--- src/hdl/cwb_req_map.vh ---
`ifndef CWB_REQ_MAP_VH
`define CWB_REQ_MAP_VH
// Bus and cache line geometry
`define CWB_ADDR_W        32
`define CWB_DATA_W        64
`define CWB_STRB_W        8
`define CWB_SIZE_BUS      3'h3
`define CWB_BEAT_LSB      3
`define CWB_BEAT_MSB      5
`define CWB_LINE_BEATS    5'h08
`define CWB_MAX_BEATS     5'h10
// Burst types
`define CWB_BURST_FIXED   2'h0
`define CWB_BURST_INCR    2'h1
`define CWB_BURST_WRAP    2'h2
// Shareability domains
`define CWB_DOM_NSH       2'h0
`define CWB_DOM_ISH       2'h1
`define CWB_DOM_OSH       2'h2
`define CWB_DOM_SYS       2'h3
// Write snoop codes and read barrier snoop code
`define CWB_SNP_WB        3'h3
`define CWB_SNP_WC        3'h2
`define CWB_SNP_ZERO      3'h0
`define CWB_SNP_ZERO_R    4'h0
// Barrier attribute, cache, lock
`define CWB_BAR_NORMAL    2'h0
`define CWB_BAR_BARRIER   2'h1
`define CWB_CACHE_BAR     4'h2
`define CWB_CACHE_MOD     4'h2
`define CWB_LOCK_NORMAL   1'h0
// Command opcodes
`define CWB_OP_WB         2'h0
`define CWB_OP_WC         2'h1
`define CWB_OP_BAR_WR     2'h2
`define CWB_OP_BAR_RD     2'h3
// Error codes
`define CWB_ERR_NONE      2'h0
`define CWB_ERR_DOMAIN    2'h1
`define CWB_ERR_LENGTH    2'h2
`define CWB_ERR_LINE      2'h3
`endif

--- src/hdl/cwb_req_gen.v ---
// Functional notes
// - Written bytes stay inside one cache line
// - Partial line updates are allowed
// - Wrap start aligned to bus-wide size
// - Wrap length only 2, 4, 8, 16
// - Wrap size times length within line
// - Incrementing bursts at most 16 beats
// - Incrementing last byte in first line
// - Write-backs never use System domain
// - Protection and QoS pass through freely
// - Any strobe pattern, sparse included
// - True domain given for snoop filter
// - Non, inner or outer shareable allowed
// - Barrier marked by barrier attribute bit0
// - Barrier: INCR, zero address, length, snoop
// - Barrier size equals full bus width
// - Barrier cache is normal non-cacheable
// - Barrier may carry any domain
`timescale 1ns/1ps
`include "cwb_req_map.vh"

module cwb_req_gen (
  // Clock and reset
  input  wire                     ref_clk,
  input  wire                     rst,
  // Command port
  input  wire                     cmd_valid,
  output reg                      cmd_ready_ff,
  input  wire [1:0]               cmd_op,
  input  wire [`CWB_ADDR_W-1:0]   cmd_addr,
  input  wire [4:0]               cmd_beats,
  input  wire                     cmd_wrap,
  input  wire [1:0]               cmd_domain,
  input  wire [3:0]               cmd_cache,
  input  wire [2:0]               cmd_prot,
  input  wire [3:0]               cmd_qos,
  output reg                      cmd_err_ff,
  output reg  [1:0]               cmd_err_code_ff,
  // Write beat port
  input  wire                     wr_valid,
  output reg                      wr_ready_ff,
  input  wire [`CWB_DATA_W-1:0]   wr_data,
  input  wire [`CWB_STRB_W-1:0]   wr_strb,
  // Write address channel
  output reg                      aw_valid_ff,
  input  wire                     aw_ready,
  output reg  [`CWB_ADDR_W-1:0]   aw_addr_ff,
  output reg  [1:0]               aw_burst_ff,
  output reg  [7:0]               aw_len_ff,
  output reg  [2:0]               aw_size_ff,
  output reg  [2:0]               aw_snoop_ff,
  output reg  [1:0]               aw_domain_ff,
  output reg  [1:0]               aw_bar_ff,
  output reg  [3:0]               aw_cache_ff,
  output reg                      aw_lock_ff,
  output reg  [2:0]               aw_prot_ff,
  output reg  [3:0]               aw_qos_ff,
  // Write data channel
  output reg                      w_valid_ff,
  input  wire                     w_ready,
  output reg  [`CWB_DATA_W-1:0]   w_data_ff,
  output reg  [`CWB_STRB_W-1:0]   w_strb_ff,
  output reg                      w_last_ff,
  // Read address channel
  output reg                      ar_valid_ff,
  input  wire                     ar_ready,
  output reg  [`CWB_ADDR_W-1:0]   ar_addr_ff,
  output reg  [1:0]               ar_burst_ff,
  output reg  [7:0]               ar_len_ff,
  output reg  [2:0]               ar_size_ff,
  output reg  [3:0]               ar_snoop_ff,
  output reg  [1:0]               ar_domain_ff,
  output reg  [1:0]               ar_bar_ff,
  output reg  [3:0]               ar_cache_ff,
  output reg                      ar_lock_ff,
  output reg  [2:0]               ar_prot_ff
);

  localparam [1:0] ST_IDLE = 2'h0;
  localparam [1:0] ST_AW   = 2'h1;
  localparam [1:0] ST_DATA = 2'h2;
  localparam [1:0] ST_AR   = 2'h3;

  reg  [1:0] state_ff;
  reg  [1:0] nxt_state;
  reg  [4:0] beats_ff;
  reg  [4:0] beat_cnt_ff;
  reg        has_data_ff;

  wire       cmd_take;
  wire       is_write_line;
  wire [4:0] start_beat;
  wire [5:0] end_beat;
  wire       len_pow2;
  wire       wrap_ok;
  wire       incr_ok;
  wire       dom_ok;
  wire       w_take;
  wire       w_done;
  reg  [1:0] err_code;

  assign cmd_take      = cmd_valid & cmd_ready_ff;
  assign is_write_line = (cmd_op == `CWB_OP_WB) | (cmd_op == `CWB_OP_WC);

  // Beat index of the start inside its cache line
  assign start_beat = {2'h0, cmd_addr[`CWB_BEAT_MSB:`CWB_BEAT_LSB]};
  assign end_beat   = {1'h0, start_beat} + {1'h0, cmd_beats};

  // Wrap length check: power-of-two beats, whole burst inside a line
  assign len_pow2 = (cmd_beats == 5'h02) | (cmd_beats == 5'h04) |
                    (cmd_beats == 5'h08) | (cmd_beats == 5'h10);
  assign wrap_ok  = len_pow2 & (cmd_beats <= `CWB_LINE_BEATS);

  // Incrementing: last bus-wide beat must still be in the first line
  assign incr_ok = (cmd_beats != 5'h00) & (cmd_beats <= `CWB_MAX_BEATS) &
                   (end_beat <= {1'h0, `CWB_LINE_BEATS});

  // System domain refused for write-lines; the given domain is otherwise never altered
  assign dom_ok = (cmd_domain != `CWB_DOM_SYS);

  // Classify a write-back or write-clean command
  always @* begin
    err_code = `CWB_ERR_NONE;
    if (is_write_line) begin
      if (!dom_ok) begin
        err_code = `CWB_ERR_DOMAIN;
      end else if (cmd_wrap && !len_pow2) begin
        err_code = `CWB_ERR_LENGTH;
      end else if (cmd_wrap && !wrap_ok) begin
        err_code = `CWB_ERR_LINE;
      end else if (!cmd_wrap && ((cmd_beats == 5'h00) || (cmd_beats > `CWB_MAX_BEATS))) begin
        err_code = `CWB_ERR_LENGTH;
      end else if (!cmd_wrap && !incr_ok) begin
        err_code = `CWB_ERR_LINE;
      end
    end
  end

  // Write beat hand-off through a single holding slot
  assign w_take = wr_valid & wr_ready_ff;
  assign w_done = w_valid_ff & w_ready & w_last_ff;

  // Next state
  always @* begin
    nxt_state = state_ff;
    case (state_ff)
      ST_IDLE: begin
        if (cmd_take && (err_code == `CWB_ERR_NONE)) begin
          nxt_state = (cmd_op == `CWB_OP_BAR_RD) ? ST_AR : ST_AW;
        end
      end
      ST_AW: begin
        if (aw_ready) begin
          nxt_state = has_data_ff ? ST_DATA : ST_IDLE;
        end
      end
      ST_DATA: begin
        if (w_done) begin
          nxt_state = ST_IDLE;
        end
      end
      ST_AR: begin
        if (ar_ready) begin
          nxt_state = ST_IDLE;
        end
      end
      default: begin
        nxt_state = ST_IDLE;
      end
    endcase
  end

  // Control state, command ready and error pulse
  always @(posedge ref_clk) begin
    if (rst) begin
      state_ff        <= ST_IDLE;
      cmd_ready_ff    <= 1'h0;
      cmd_err_ff      <= 1'h0;
      cmd_err_code_ff <= `CWB_ERR_NONE;
      beats_ff        <= 5'h00;
      has_data_ff     <= 1'h0;
    end else begin
      state_ff   <= nxt_state;
      // Ready drops on take so a second command cannot slip in
      cmd_ready_ff <= (nxt_state == ST_IDLE) & ~cmd_take;
      cmd_err_ff <= cmd_take & (err_code != `CWB_ERR_NONE);
      if (cmd_take) begin
        cmd_err_code_ff <= err_code;
        beats_ff        <= cmd_beats;
        has_data_ff     <= is_write_line;
      end
    end
  end

  // Write address channel
  always @(posedge ref_clk) begin
    if (rst) begin
      aw_valid_ff  <= 1'h0;
      aw_addr_ff   <= {`CWB_ADDR_W{1'b0}};
      aw_burst_ff  <= `CWB_BURST_INCR;
      aw_len_ff    <= 8'h00;
      aw_size_ff   <= `CWB_SIZE_BUS;
      aw_snoop_ff  <= `CWB_SNP_ZERO;
      aw_domain_ff <= `CWB_DOM_NSH;
      aw_bar_ff    <= `CWB_BAR_NORMAL;
      aw_cache_ff  <= `CWB_CACHE_BAR;
      aw_lock_ff   <= `CWB_LOCK_NORMAL;
      aw_prot_ff   <= 3'h0;
      aw_qos_ff    <= 4'h0;
    end else begin
      if (aw_valid_ff && aw_ready) begin
        aw_valid_ff <= 1'h0;
      end
      if (cmd_take && (err_code == `CWB_ERR_NONE) && (cmd_op != `CWB_OP_BAR_RD)) begin
        aw_valid_ff  <= 1'h1;
        aw_size_ff   <= `CWB_SIZE_BUS;
        aw_lock_ff   <= `CWB_LOCK_NORMAL;
        aw_prot_ff   <= cmd_prot;
        aw_qos_ff    <= cmd_qos;
        aw_domain_ff <= cmd_domain;
        if (is_write_line) begin
          // Low bits cleared: start always aligned to the bus-wide size
          aw_addr_ff  <= {cmd_addr[`CWB_ADDR_W-1:`CWB_BEAT_LSB],
                          {`CWB_BEAT_LSB{1'b0}}};
          aw_burst_ff <= cmd_wrap ? `CWB_BURST_WRAP : `CWB_BURST_INCR;
          aw_len_ff   <= {3'h0, cmd_beats - 5'h01};
          aw_snoop_ff <= (cmd_op == `CWB_OP_WB) ? `CWB_SNP_WB : `CWB_SNP_WC;
          aw_bar_ff   <= `CWB_BAR_NORMAL;
          aw_cache_ff <= cmd_cache | `CWB_CACHE_MOD;
        end else begin
          aw_addr_ff  <= {`CWB_ADDR_W{1'b0}};
          aw_burst_ff <= `CWB_BURST_INCR;
          aw_len_ff   <= 8'h00;
          aw_snoop_ff <= `CWB_SNP_ZERO;
          aw_bar_ff   <= `CWB_BAR_BARRIER;
          aw_cache_ff <= `CWB_CACHE_BAR;
        end
      end
    end
  end

  // Read address channel carries only read barriers
  always @(posedge ref_clk) begin
    if (rst) begin
      ar_valid_ff  <= 1'h0;
      ar_addr_ff   <= {`CWB_ADDR_W{1'b0}};
      ar_burst_ff  <= `CWB_BURST_INCR;
      ar_len_ff    <= 8'h00;
      ar_size_ff   <= `CWB_SIZE_BUS;
      ar_snoop_ff  <= `CWB_SNP_ZERO_R;
      ar_domain_ff <= `CWB_DOM_NSH;
      ar_bar_ff    <= `CWB_BAR_NORMAL;
      ar_cache_ff  <= `CWB_CACHE_BAR;
      ar_lock_ff   <= `CWB_LOCK_NORMAL;
      ar_prot_ff   <= 3'h0;
    end else begin
      if (ar_valid_ff && ar_ready) begin
        ar_valid_ff <= 1'h0;
      end
      if (cmd_take && (cmd_op == `CWB_OP_BAR_RD)) begin
        ar_valid_ff  <= 1'h1;
        ar_addr_ff   <= {`CWB_ADDR_W{1'b0}};
        ar_burst_ff  <= `CWB_BURST_INCR;
        ar_len_ff    <= 8'h00;
        ar_snoop_ff  <= `CWB_SNP_ZERO_R;
        ar_size_ff   <= `CWB_SIZE_BUS;
        ar_cache_ff  <= `CWB_CACHE_BAR;
        ar_bar_ff    <= `CWB_BAR_BARRIER;
        ar_domain_ff <= cmd_domain;
        ar_lock_ff   <= `CWB_LOCK_NORMAL;
        ar_prot_ff   <= cmd_prot;
      end
    end
  end

  // Write data: one slot, so throughput is one beat per three cycles,
  // traded for every output coming straight from a flop
  always @(posedge ref_clk) begin
    if (rst) begin
      wr_ready_ff <= 1'h0;
      w_valid_ff  <= 1'h0;
      w_data_ff   <= {`CWB_DATA_W{1'b0}};
      w_strb_ff   <= {`CWB_STRB_W{1'b0}};
      w_last_ff   <= 1'h0;
      beat_cnt_ff <= 5'h00;
    end else begin
      if (w_valid_ff && w_ready) begin
        w_valid_ff <= 1'h0;
      end
      if (w_take) begin
        w_valid_ff  <= 1'h1;
        w_data_ff   <= wr_data;
        w_strb_ff   <= wr_strb;
        w_last_ff   <= (beat_cnt_ff == (beats_ff - 5'h01));
        beat_cnt_ff <= beat_cnt_ff + 5'h01;
      end
      if (state_ff == ST_IDLE) begin
        beat_cnt_ff <= 5'h00;
      end
      // Offer a slot only while beats remain and the slot is free
      wr_ready_ff <= (state_ff == ST_DATA) & ~w_take & ~(w_valid_ff & ~w_ready) &
                     ~w_valid_ff & (beat_cnt_ff < beats_ff);
    end
  end

endmodule

--- config.mk ---
export PLATFORM = sky130hd
export DESIGN_NAME = cwb_req_gen
export DESIGN_NICKNAME = d
export VERILOG_FILES = /design/src/hdl/cwb_req_gen.v
export VERILOG_INCLUDE_DIRS = /design/src /design/src/hdl
export SDC_FILE = /design/constraint.sdc
export NUM_CORES = 1
export LEC_CHECK = 0
export BUFFER_PORTS_ARGS = -buffer_cell sky130_fd_sc_hd__clkbuf_2
export CORE_AREA = 2 2 132 134
export DETAILED_ROUTE_END_ITERATION = 12
export DIE_AREA = 0 0 134 136
export HOLD_SLACK_MARGIN = 0.08
export PLACE_DENSITY = 0.82
export REMOVE_ABC_BUFFERS = 1
export SLEW_MARGIN = 20
export SYNTH_ARGS = -nofsm -noshare
export SYNTH_HDL_FRONTEND = slang
export SYNTH_SLANG_ARGS = --single-unit
--- constraint.sdc ---
create_clock -name ref_clk -period 3.72 [get_ports ref_clk]
set_input_delay 0.93 -clock ref_clk [delete_from_list [all_inputs] [get_ports ref_clk]]
set_output_delay 0.93 -clock ref_clk [all_outputs]
set_load 0.005 [all_outputs]
==> reports/summary.txt, run 1 <==
outcome - finished clean
Post-CTS Hold Buffers - 0
cells resized by post-CTS repair - 0
Tightest Hold Check Type - reg2reg
CTS root buf - clkbuf_16
postcts setup bufs - 0
# IOs - 338
n_diodes - 0
Clk pwr share - 50.4%
Via density - 4.62
first-pass GRT wire length - 25000 µm
Synth Cell Area - 6750 µm²
H-tree Lvls - 4
cells taking the most area after synthesis - dfxtp_1, nand2_1, buf_4
Clk pin slew, worst setup/hold paths - 60 ps
crit-path cells - clkbuf_2, ha_1, fa_1, or4_1, o22ai_2, o31ai_4, o21ai_4, buf_12, mux2i_1
WS Path Type - in2reg
die area - 18200 µm²
Worst Tran Pin Value - 713 ps
CTS tree - done
Pre-antenna DRT Iters - 5
layout cells sized above 1 - 30.0%
DP HPWL - 11600 µm
Initial Util - 40.0%
synth warn - 0
Chip Height - 136 µm
# clock sinks - 151
Max-cap violations - 0
VDD IR max - 0.000286 V
Final Critical Period - 3050 ps
total negative setup slack - 0 ps
ANT nets after route - 0
crit path DAT - 3390 ps
sequential area share after synthesis - 44.8%
PortBufs - 265
initial antenna violation count - 0
wire length per cell - 12.6 µm
EDFF count, synth - 0
WP data required - 4060 ps
fin nets - 1188
gp weighted congestion - 0.819
Detailed Route Iter0 Violations - 256
routed vias - 5906
# DRC - 0
Yosys top cell by area - dfxtp_1
Crit path largest cell delay - 550 ps
global router's overall resource usage - 17.0%
Sequential Power Share - 42.7%
Crit. End Element - flip-flop
Worst path top cell family by delay - adder cells
vias in the first global route - 5333
largest net degree at the start of global routing - 75
Avg Inst Size Synth - 8.42 µm²
Yosys top cell area share - 44.8%
synthesis-to-layout area growth - 28.0%
top-count cell post-synth - nand2_1
Leakage - 0.00381 µW
CP startpoint kind - primary input
Pwr Density - 446 nW/µm²
GRT overflow - 0
Buf/Inv on CP - 2
total wire length - 16200 µm
Final setup viols - 0
sw frac - 21.5%
Syn Inst Count - 802
Fmax achieved - 328 MHz
Core ar. - 16900 µm²
Slowest cell on crit path - or4_1
Async SR Flop Fraction - 0%
Die X-Extent - 134 µm
worst skew pair latency - 420 ps
Max FO, Critical Path - 38
CTS Buf Count - 17
Comb pwr share - 6.9%
Yosys reg bits - 151
Place WS - 264 ps
CTS Buffer Depth - 2
Setup WS post-layout - 673 ps
Worst Skew - 11.0 ps
RSZ-0062 raised after global routing - false
switching pwr - 831 µW
Synth cell types - 52
fin crit share - 81.9%
# rows - 48
max-slew violation count - 0
Fin. Hold Viols - 0
ys flop type - dfxtp_1
normalized max-slew margin - 52.4%
synth cell count leaders - nand2_1, dfxtp_1, a21oi_1
Pint - 3030 µW
## sequential cells by signal (all words and copies together) (netlist names), 3 cells and up
name and count:
w_strb_ff 8, ar_prot_ff 3, aw_qos_ff 4, beat_cnt_ff 5, w_data_ff 64, aw_cache_ff 3
aw_len_ff 5, aw_addr_ff 29, beats_ff 5, aw_prot_ff 3
## per-stage QoR
step	total power, µW	instance area [µm²]	std cells	utilization [%]	hold WS (ps)
3_3_place_gp	1940	7970	1248	47.2	441
3_5_place_dp	1950	7980	1248	47.3	446
2_1_floorplan	1800	6250	751	-	443
5_1_grt	4020	8640	1279	51.2	470
6_report	3860	8640	1279	51.2	453
4_1_cts	3910	8640	1279	51.2	454
## per-layer routing
layer | share of wire, % | track usage, %
met2 | 49 | 28.4
met4 | 2.2 | 7.09
met1 | 42 | 20.3
met3 | 7.4 | 5.37
met5 | 0 | 0
## path summary, 6_finish.rpt
check,slack [ps],cells past startpoint,endpoint,start
min,450,2,w_data_ff[0]$_SDFFE_PP0P_,w_data_ff[0]$_SDFFE_PP0P_
max,670,9,aw_addr_ff[8]$_SDFFE_PP0P_,cmd_beats[0]
min reg2reg,450,2,w_data_ff[0]$_SDFFE_PP0P_,w_data_ff[0]$_SDFFE_PP0P_
max reg2reg,1520,6,aw_addr_ff[8]$_SDFFE_PP0P_,cmd_ready_ff$_SDFF_PP0_
## power groups by stage
| stage | Clock, µW | Sequential (µW) | Combinational, µW |
|---|---|---|---|
| after floorplan | 0 | 1680 | 120 |
| after global placement | 0 | 1680 | 258 |
| after detailed placement | 0 | 1680 | 262 |
| after CTS | 2000 | 1650 | 265 |
| after global routing | 2070 | 1650 | 298 |
| final | 1940 | 1650 | 266 |
## worst register-to-register path: cells and delay by family (launching register included)
kind | cells | cell delay [ps]
and+or+nand+nor | 3 | 1120
DFF | 1 | 380
buffers and inverters | 1 | 270
muxes | 1 | 260
AOI/OAI and AO/OA | 1 | 90
## cells by family after synthesis
logic type	count (synthesis)	synth area share, %
and+or+nand+nor	325	21.5
DFF	151	44.8
buffers and inverters	127	11.6
AOI/OAI and AO/OA	122	10.5
muxes	47	6.97
adders and majority gates	14	2.71
xor gates and xnor gates	14	1.82
other	2	0.111
## cells in the final DEF, fill, tap and decap left out, drive strengths merged, types with 3 or more instances in the layout
cell,netlist,routed
nand2,217,217
nand2b,56,56
mux2i,47,47
xor2,7,7
inv,10,11
o21ai,7,7
conb,2,68
nor3,4,4
a32oi,3,3
buf,79,8
xnor2,7,7
or2,5,5
clkbuf,38,283
bufinv,0,6
dfxtp,151,151
a2111oi,3,3
nor2,20,20
a21oi,92,92
nand3,4,4
ha,13,13
clkinv,0,4
## final cells by class
class                           count  area, µm²
Multi-Input combinational cell    590       3200
Sequential cell                   151       3020
Clock buffer                       19        443
Inverter                           10       37.5
Clock inverter                     12        224
Tap cell                          225        282
Timing Repair Buffer              272       1430
Fill cell                        1573       8230
Note: power is estimated with default switching activity, not from simulation.
==> inputs of run 2 (changes only) <==
Settings changed: CORE_AREA 2 2 132 134 to default, CORE_MARGIN from default to 2, CORE_UTILIZATION from default to 42, DIE_AREA 0 0 134 136 to default, PLACE_DENSITY 0.82 to 0.87.
Clock period 3.72 ns to 2.45 ns, I/O delays scaled along.
==> reports/summary.txt, run 2 (same netlist as run 1, synthesis figures left out) <==
outcome - complete, but fails checks
failing checks - negative setup slack
PortBufs - 265
Final Critical Period - 2620 ps
VDD IR max - 0.000444 V
Crit path largest cell delay - 550 ps
Pwr Density - 631 nW/µm²
largest net degree at the start of global routing - 73
first-pass GRT wire length - 24300 µm
global router's overall resource usage - 17.6%
RSZ-0062 raised after global routing - true
wire length per cell - 13.0 µm
WS Path Type - in2reg
worst hold start - wr_data[56]
Placed Instance Area - 8080 µm²
crit path DAT - 2950 ps
Sequential Power Share - 44.7%
Clk pwr share - 47.2%
reg2reg path depth - 7
# DRC - 0
Fmax achieved - 382 MHz
top flop regs - w_data_ff (64), aw_addr_ff (29), w_strb_ff (8)
Critical Path Stages - 10
Final setup viols - 47
# rows - 46
hold depth - 3
# IOs - 338
Biggest register - w_data_ff
GRT overflow - 0
vias in the first global route - 5309
Leakage - 0.00391 µW
worst flop-to-flop path startpoint - cmd_ready_ff$_SDFF_PP0_
gp weighted congestion - 0.821
max-slew violation count - 0
CP startpoint kind - primary input
Largest register FFs - 64
ANT nets after route - 0
worst reg2reg setup slack - 770 ps
Detailed Route Iter0 Violations - 240
synthesis-to-layout area growth - 31.6%
CTS Buf Count - 17
CP startpoint - cmd_addr[3]
Max FO, Critical Path - 5
total wire length - 16800 µm
Max-cap violations - 0
Clk pin slew, worst setup/hold paths - 60 ps
CTS root buf - clkbuf_16
Initial Util - 42.8%
# clock sinks - 151
Buf/Inv on CP - 3
CTS Buffer Depth - 2
commonest non-fill, non-tap cell in the layout - clkbuf_2
Setup crit end - aw_addr_ff[5]$_SDFFE_PP0P_
commonest non-fill, non-tap cells in the layout - clkbuf_2, nand2_1, dfxtp_1, a21oi_1, conb_1
Post-CTS Hold Buffers - 0
Pint - 4320 µW
CTS tree - done
Worst Skew - 6.75 ps
Pre-antenna DRT Iters - 4
WP data required - 2780 ps
n_diodes - 0
crit-path cells - buf_8, ha_4, fa_1, or4_4, o22ai_4, o31ai_4, o21ai_4, buf_12, buf_6, mux2i_1
post-route cell area - 8880 µm²
Via density - 4.65
Chip Height - 131 µm
Setup WS post-layout - -168 ps
Worst path top cell family by delay - adder cells
Place WS - -579 ps
Slowest cell on crit path - or4_4
H-tree Lvls - 4
Tightest Hold Check Type - in2reg
Core ar. - 15800 µm²
total negative setup slack - -4110 ps
RR Endpoint - aw_addr_ff[5]$_SDFFE_PP0P_
DP HPWL - 11600 µm
worst skew pair latency - 410 ps
switching pwr - 1280 µW
layout cells sized above 1 - 32.1%
fin nets - 1209
Die X-Extent - 131 µm
routed vias - 6008
fin crit share - 107%
initial antenna violation count - 0
Crit. End Element - flip-flop
Fin. Hold Viols - 0
die area - 17100 µm²
Comb pwr share - 8.1%
sw frac - 22.9%
==> run 2: final cells by class <==
type	instances	area [µm²]
Fill cell	1379	6890
Multi-Input combinational cell	590	3270
Sequential cell	151	3020
Timing Repair Buffer	293	1680
Clock buffer	20	447
Tap cell	216	270
Clock inverter	12	151
Inverter	10	37.5
==> run 2: how the worst min path moves through the flow <==
stage	end	slack, ps
finish	w_data_ff[56]$_SDFFE_PP0P_	410
global route	w_strb_ff[5]$_SDFFE_PP0P_	400
CTS	w_data_ff[56]$_SDFFE_PP0P_	390
detailed placement	w_data_ff[40]$_SDFFE_PP0P_	450
global placement	aw_addr_ff[31]$_SDFFE_PP0P_	440
floorplan	beats_ff[1]$_SDFFE_PP0P_	440
==> run 2: what timing repair did <==
action | CTS | global route
endpoints found under the setup margin | 42 | 52
cloned | 0 | 5
pin swaps | 1 | 6
setup buffers | 1 | 1
gates resized for setup | 7 | 14
==> run 2: power by group through the flow <==
stage	Combinational [µW]	Clock [µW]	Sequential, µW
6_report	453	2650	2500
5_1_grt	506	2810	2510
4_1_cts	429	2700	2500
3_5_place_dp	416	0	2560
3_3_place_gp	409	0	2560
2_1_floorplan	183	0	2550
==> run 2: worst reg2reg max path, stage by stage (launching register included) <==
cell,delay [ps]
dfxtp_1,360
and2_1,170
nand3b_1,100
or2_2,350
o21ai_4,100
buf_12,160
buf_6,140
mux2i_1,220
==> run 2: routing by layer <==
metal | GRT usage [%] | up-vias | part of all wire, %
li1 | - | 3009 | -
met1 | 20.9 | 2759 | 41
met2 | 30.1 | 220 | 49
met3 | 5.66 | 20 | 7.9
met4 | 5.88 | 0 | 1.6
met5 | 0 | - | 0
==> run 2: metrics by stage <==
stage	instances	utilization [%]	total power, µW	hold WS (ps)
2_1_floorplan	751	-	2740	443
3_5_place_dp	1253	51.2	2970	445
6_report	1292	56.3	5600	413
3_3_place_gp	1253	51.2	2960	440
4_1_cts	1286	55.3	5630	393
5_1_grt	1292	56.3	5820	399
==> inputs of run 3 (changes only) <==
Settings changed: CORE_AREA from default to 2 2 133 135, CORE_MARGIN 2 to default, CORE_UTILIZATION 42 to default, CTS_BUF_LIST from default to sky130_fd_sc_hd__clkbuf_8, DIE_AREA from default to 0 0 135 137, PLACE_DENSITY 0.87 to 0.84.
==> reports/summary.txt, run 3 (same netlist as run 1, synthesis figures left out) <==
CTS Buf Count - 17
fin nets - 1216
Final Critical Period - 2570 ps
CTS Buffer Depth - 2
initial antenna violation count - 0
Worst Tran Pin Value - 537 ps
largest net degree at the start of global routing - 84
RSZ-0062 raised after global routing - true
Post-CTS Hold Buffers - 0
# DRC - 0
Max FO, Critical Path - 8
fin crit share - 105%
GRT overflow - 0
VDD IR max - 0.000367 V
worst skew pair latency - 430 ps
Cells after DPL - 1266
Max-cap violations - 0
Place WS - -683 ps
Chip Height - 137 µm
Pwr Density - 570 nW/µm²
Pre-antenna DRT Iters - 4
CP startpoint kind - primary input
commonest non-fill, non-tap cell in the layout - clkbuf_2
first-pass GRT wire length - 25900 µm
vias in the first global route - 5438
Core ar. - 17100 µm²
Crit path largest cell delay - 560 ps
Final setup viols - 46
failing checks - negative setup slack
die area - 18500 µm²
Die X-Extent - 135 µm
fin cells - 1308
synthesis-to-layout area growth - 30.5%
WP data required - 2810 ps
post-layout util - 51.6%
# clock sinks - 151
PortBufs - 265
Fin. Hold Viols - 0
total wire length - 16800 µm
Detailed Route Iter0 Violations - 298
worst hold slack - 389 ps
# IOs - 338
global router's overall resource usage - 17.2%
Leakage - 0.00389 µW
Fmax achieved - 389 MHz
n_diodes - 0
CTS root buf - clkbuf_8
Via density - 4.65
Fill cells - 1560
CTS tree - done
crit-path cells - buf_8, ha_4, fa_1, or4_4, o22ai_4, o31ai_4, o21ai_4, buf_6, buf_12, mux2i_4
Biggest register - w_data_ff
worst reg2reg setup slack - 790 ps
DP HPWL - 12000 µm
Initial Util - 39.6%
Setup WS post-layout - -120 ps
Tightest Hold Check Type - in2reg
max-slew violation count - 0
commonest non-fill, non-tap cells in the layout - clkbuf_2, nand2_1, dfxtp_1, a21oi_1, conb_1
Largest register FFs - 64
wire length per cell - 12.9 µm
outcome - complete, but fails checks
routed vias - 6084
crit path DAT - 2930 ps
H-tree Lvls - 4
top flop regs - w_data_ff (64), aw_addr_ff (29), w_strb_ff (8)
Crit. End Element - flip-flop
Worst Skew - 14.3 ps
# rows - 48
WS Path Type - in2reg
gp weighted congestion - 0.826
Clk pin slew, worst setup/hold paths - 90 ps
Slowest cell on crit path - or4_4
layout cells sized above 1 - 32.3%
normalized max-slew margin - 64.0%
ANT nets after route - 0
-- run 3: cell types whose count changed in the layout (fill, tap and decap cells not counted), moves of 2 or more --
cell	delta
buf_16	+2
inv_1	+2
clkbuf_8	+17
buf_4	+6
clkbuf_16	-18
clkbuf_1	-2
-- run 3: area by class of cell --
| type | count | area (µm²) | area share [%] |
|---|---|---|---|
| Tap cell | 225 | 282 | 3.20 |
| Timing Repair Buffer | 300 | 1760 | 20.0 |
| Multi-Input combinational cell | 590 | 3270 | 37.1 |
| Clock buffer | 18 | 248 | 2.81 |
| Sequential cell | 151 | 3020 | 34.3 |
| Inverter | 10 | 37.5 | 0.426 |
| Clock inverter | 14 | 181 | 2.06 |
-- run 3: report_power, final --
part / switching, µW / internal (µW) / total [µW]
sequential: 20.3 / 2480 / 2500
clock: 932 / 1130 / 2060
combinational: 243 / 214 / 457
total: 1190 / 3820 / 5020
-- run 3: worst max-delay path, delay by kind of cell --
family	cells	cell delay (ps)
fa+ha+maj	2	610
compound gates	3	520
buf+inv	3	400
simple gates	1	560
mux	1	220
-- run 3: path summary, 6_finish.rpt --
check / to / from / cells after the start
setup / recovery: aw_addr_ff[4]$_SDFFE_PP0P_ / cmd_beats[0] / 10
hold / removal: w_data_ff[23]$_SDFFE_PP0P_ / wr_data[23] / 3
setup reg to reg: aw_addr_ff[4]$_SDFFE_PP0P_ / cmd_ready_ff$_SDFF_PP0_ / 7
hold reg to reg: w_data_ff[16]$_SDFFE_PP0P_ / w_data_ff[16]$_SDFFE_PP0P_ / 2
-- run 3: timing repair --
item / in CTS / in global routing
gates cloned: 3 / 1
resized for setup: 16 / 10
setup buffers: 5 / 2
pin swaps: 6 / 7
setup endpoints to repair: 40 / 55
-- run 3: metal layers --
layer | vias to the layer above | part of all wire (%) | track usage, %
li1 | 3025 | - | -
met1 | 2804 | 40 | 20.4
met2 | 233 | 50 | 29.6
met3 | 22 | 8.0 | 5.30
met4 | 0 | 1.4 | 5.79
met5 | - | 0 | 0
-- run 3: per-stage QoR --
stage               area [µm²]  setup TNS [ps]  power, µW
floorplan                 6250          -40100       2740
global placement          8130          -25390       2970
detailed placement        8130          -28640       2970
CTS                       8760           -2580       5070
global route              8810           -3870       5240
finish                    8810           -2990       5020
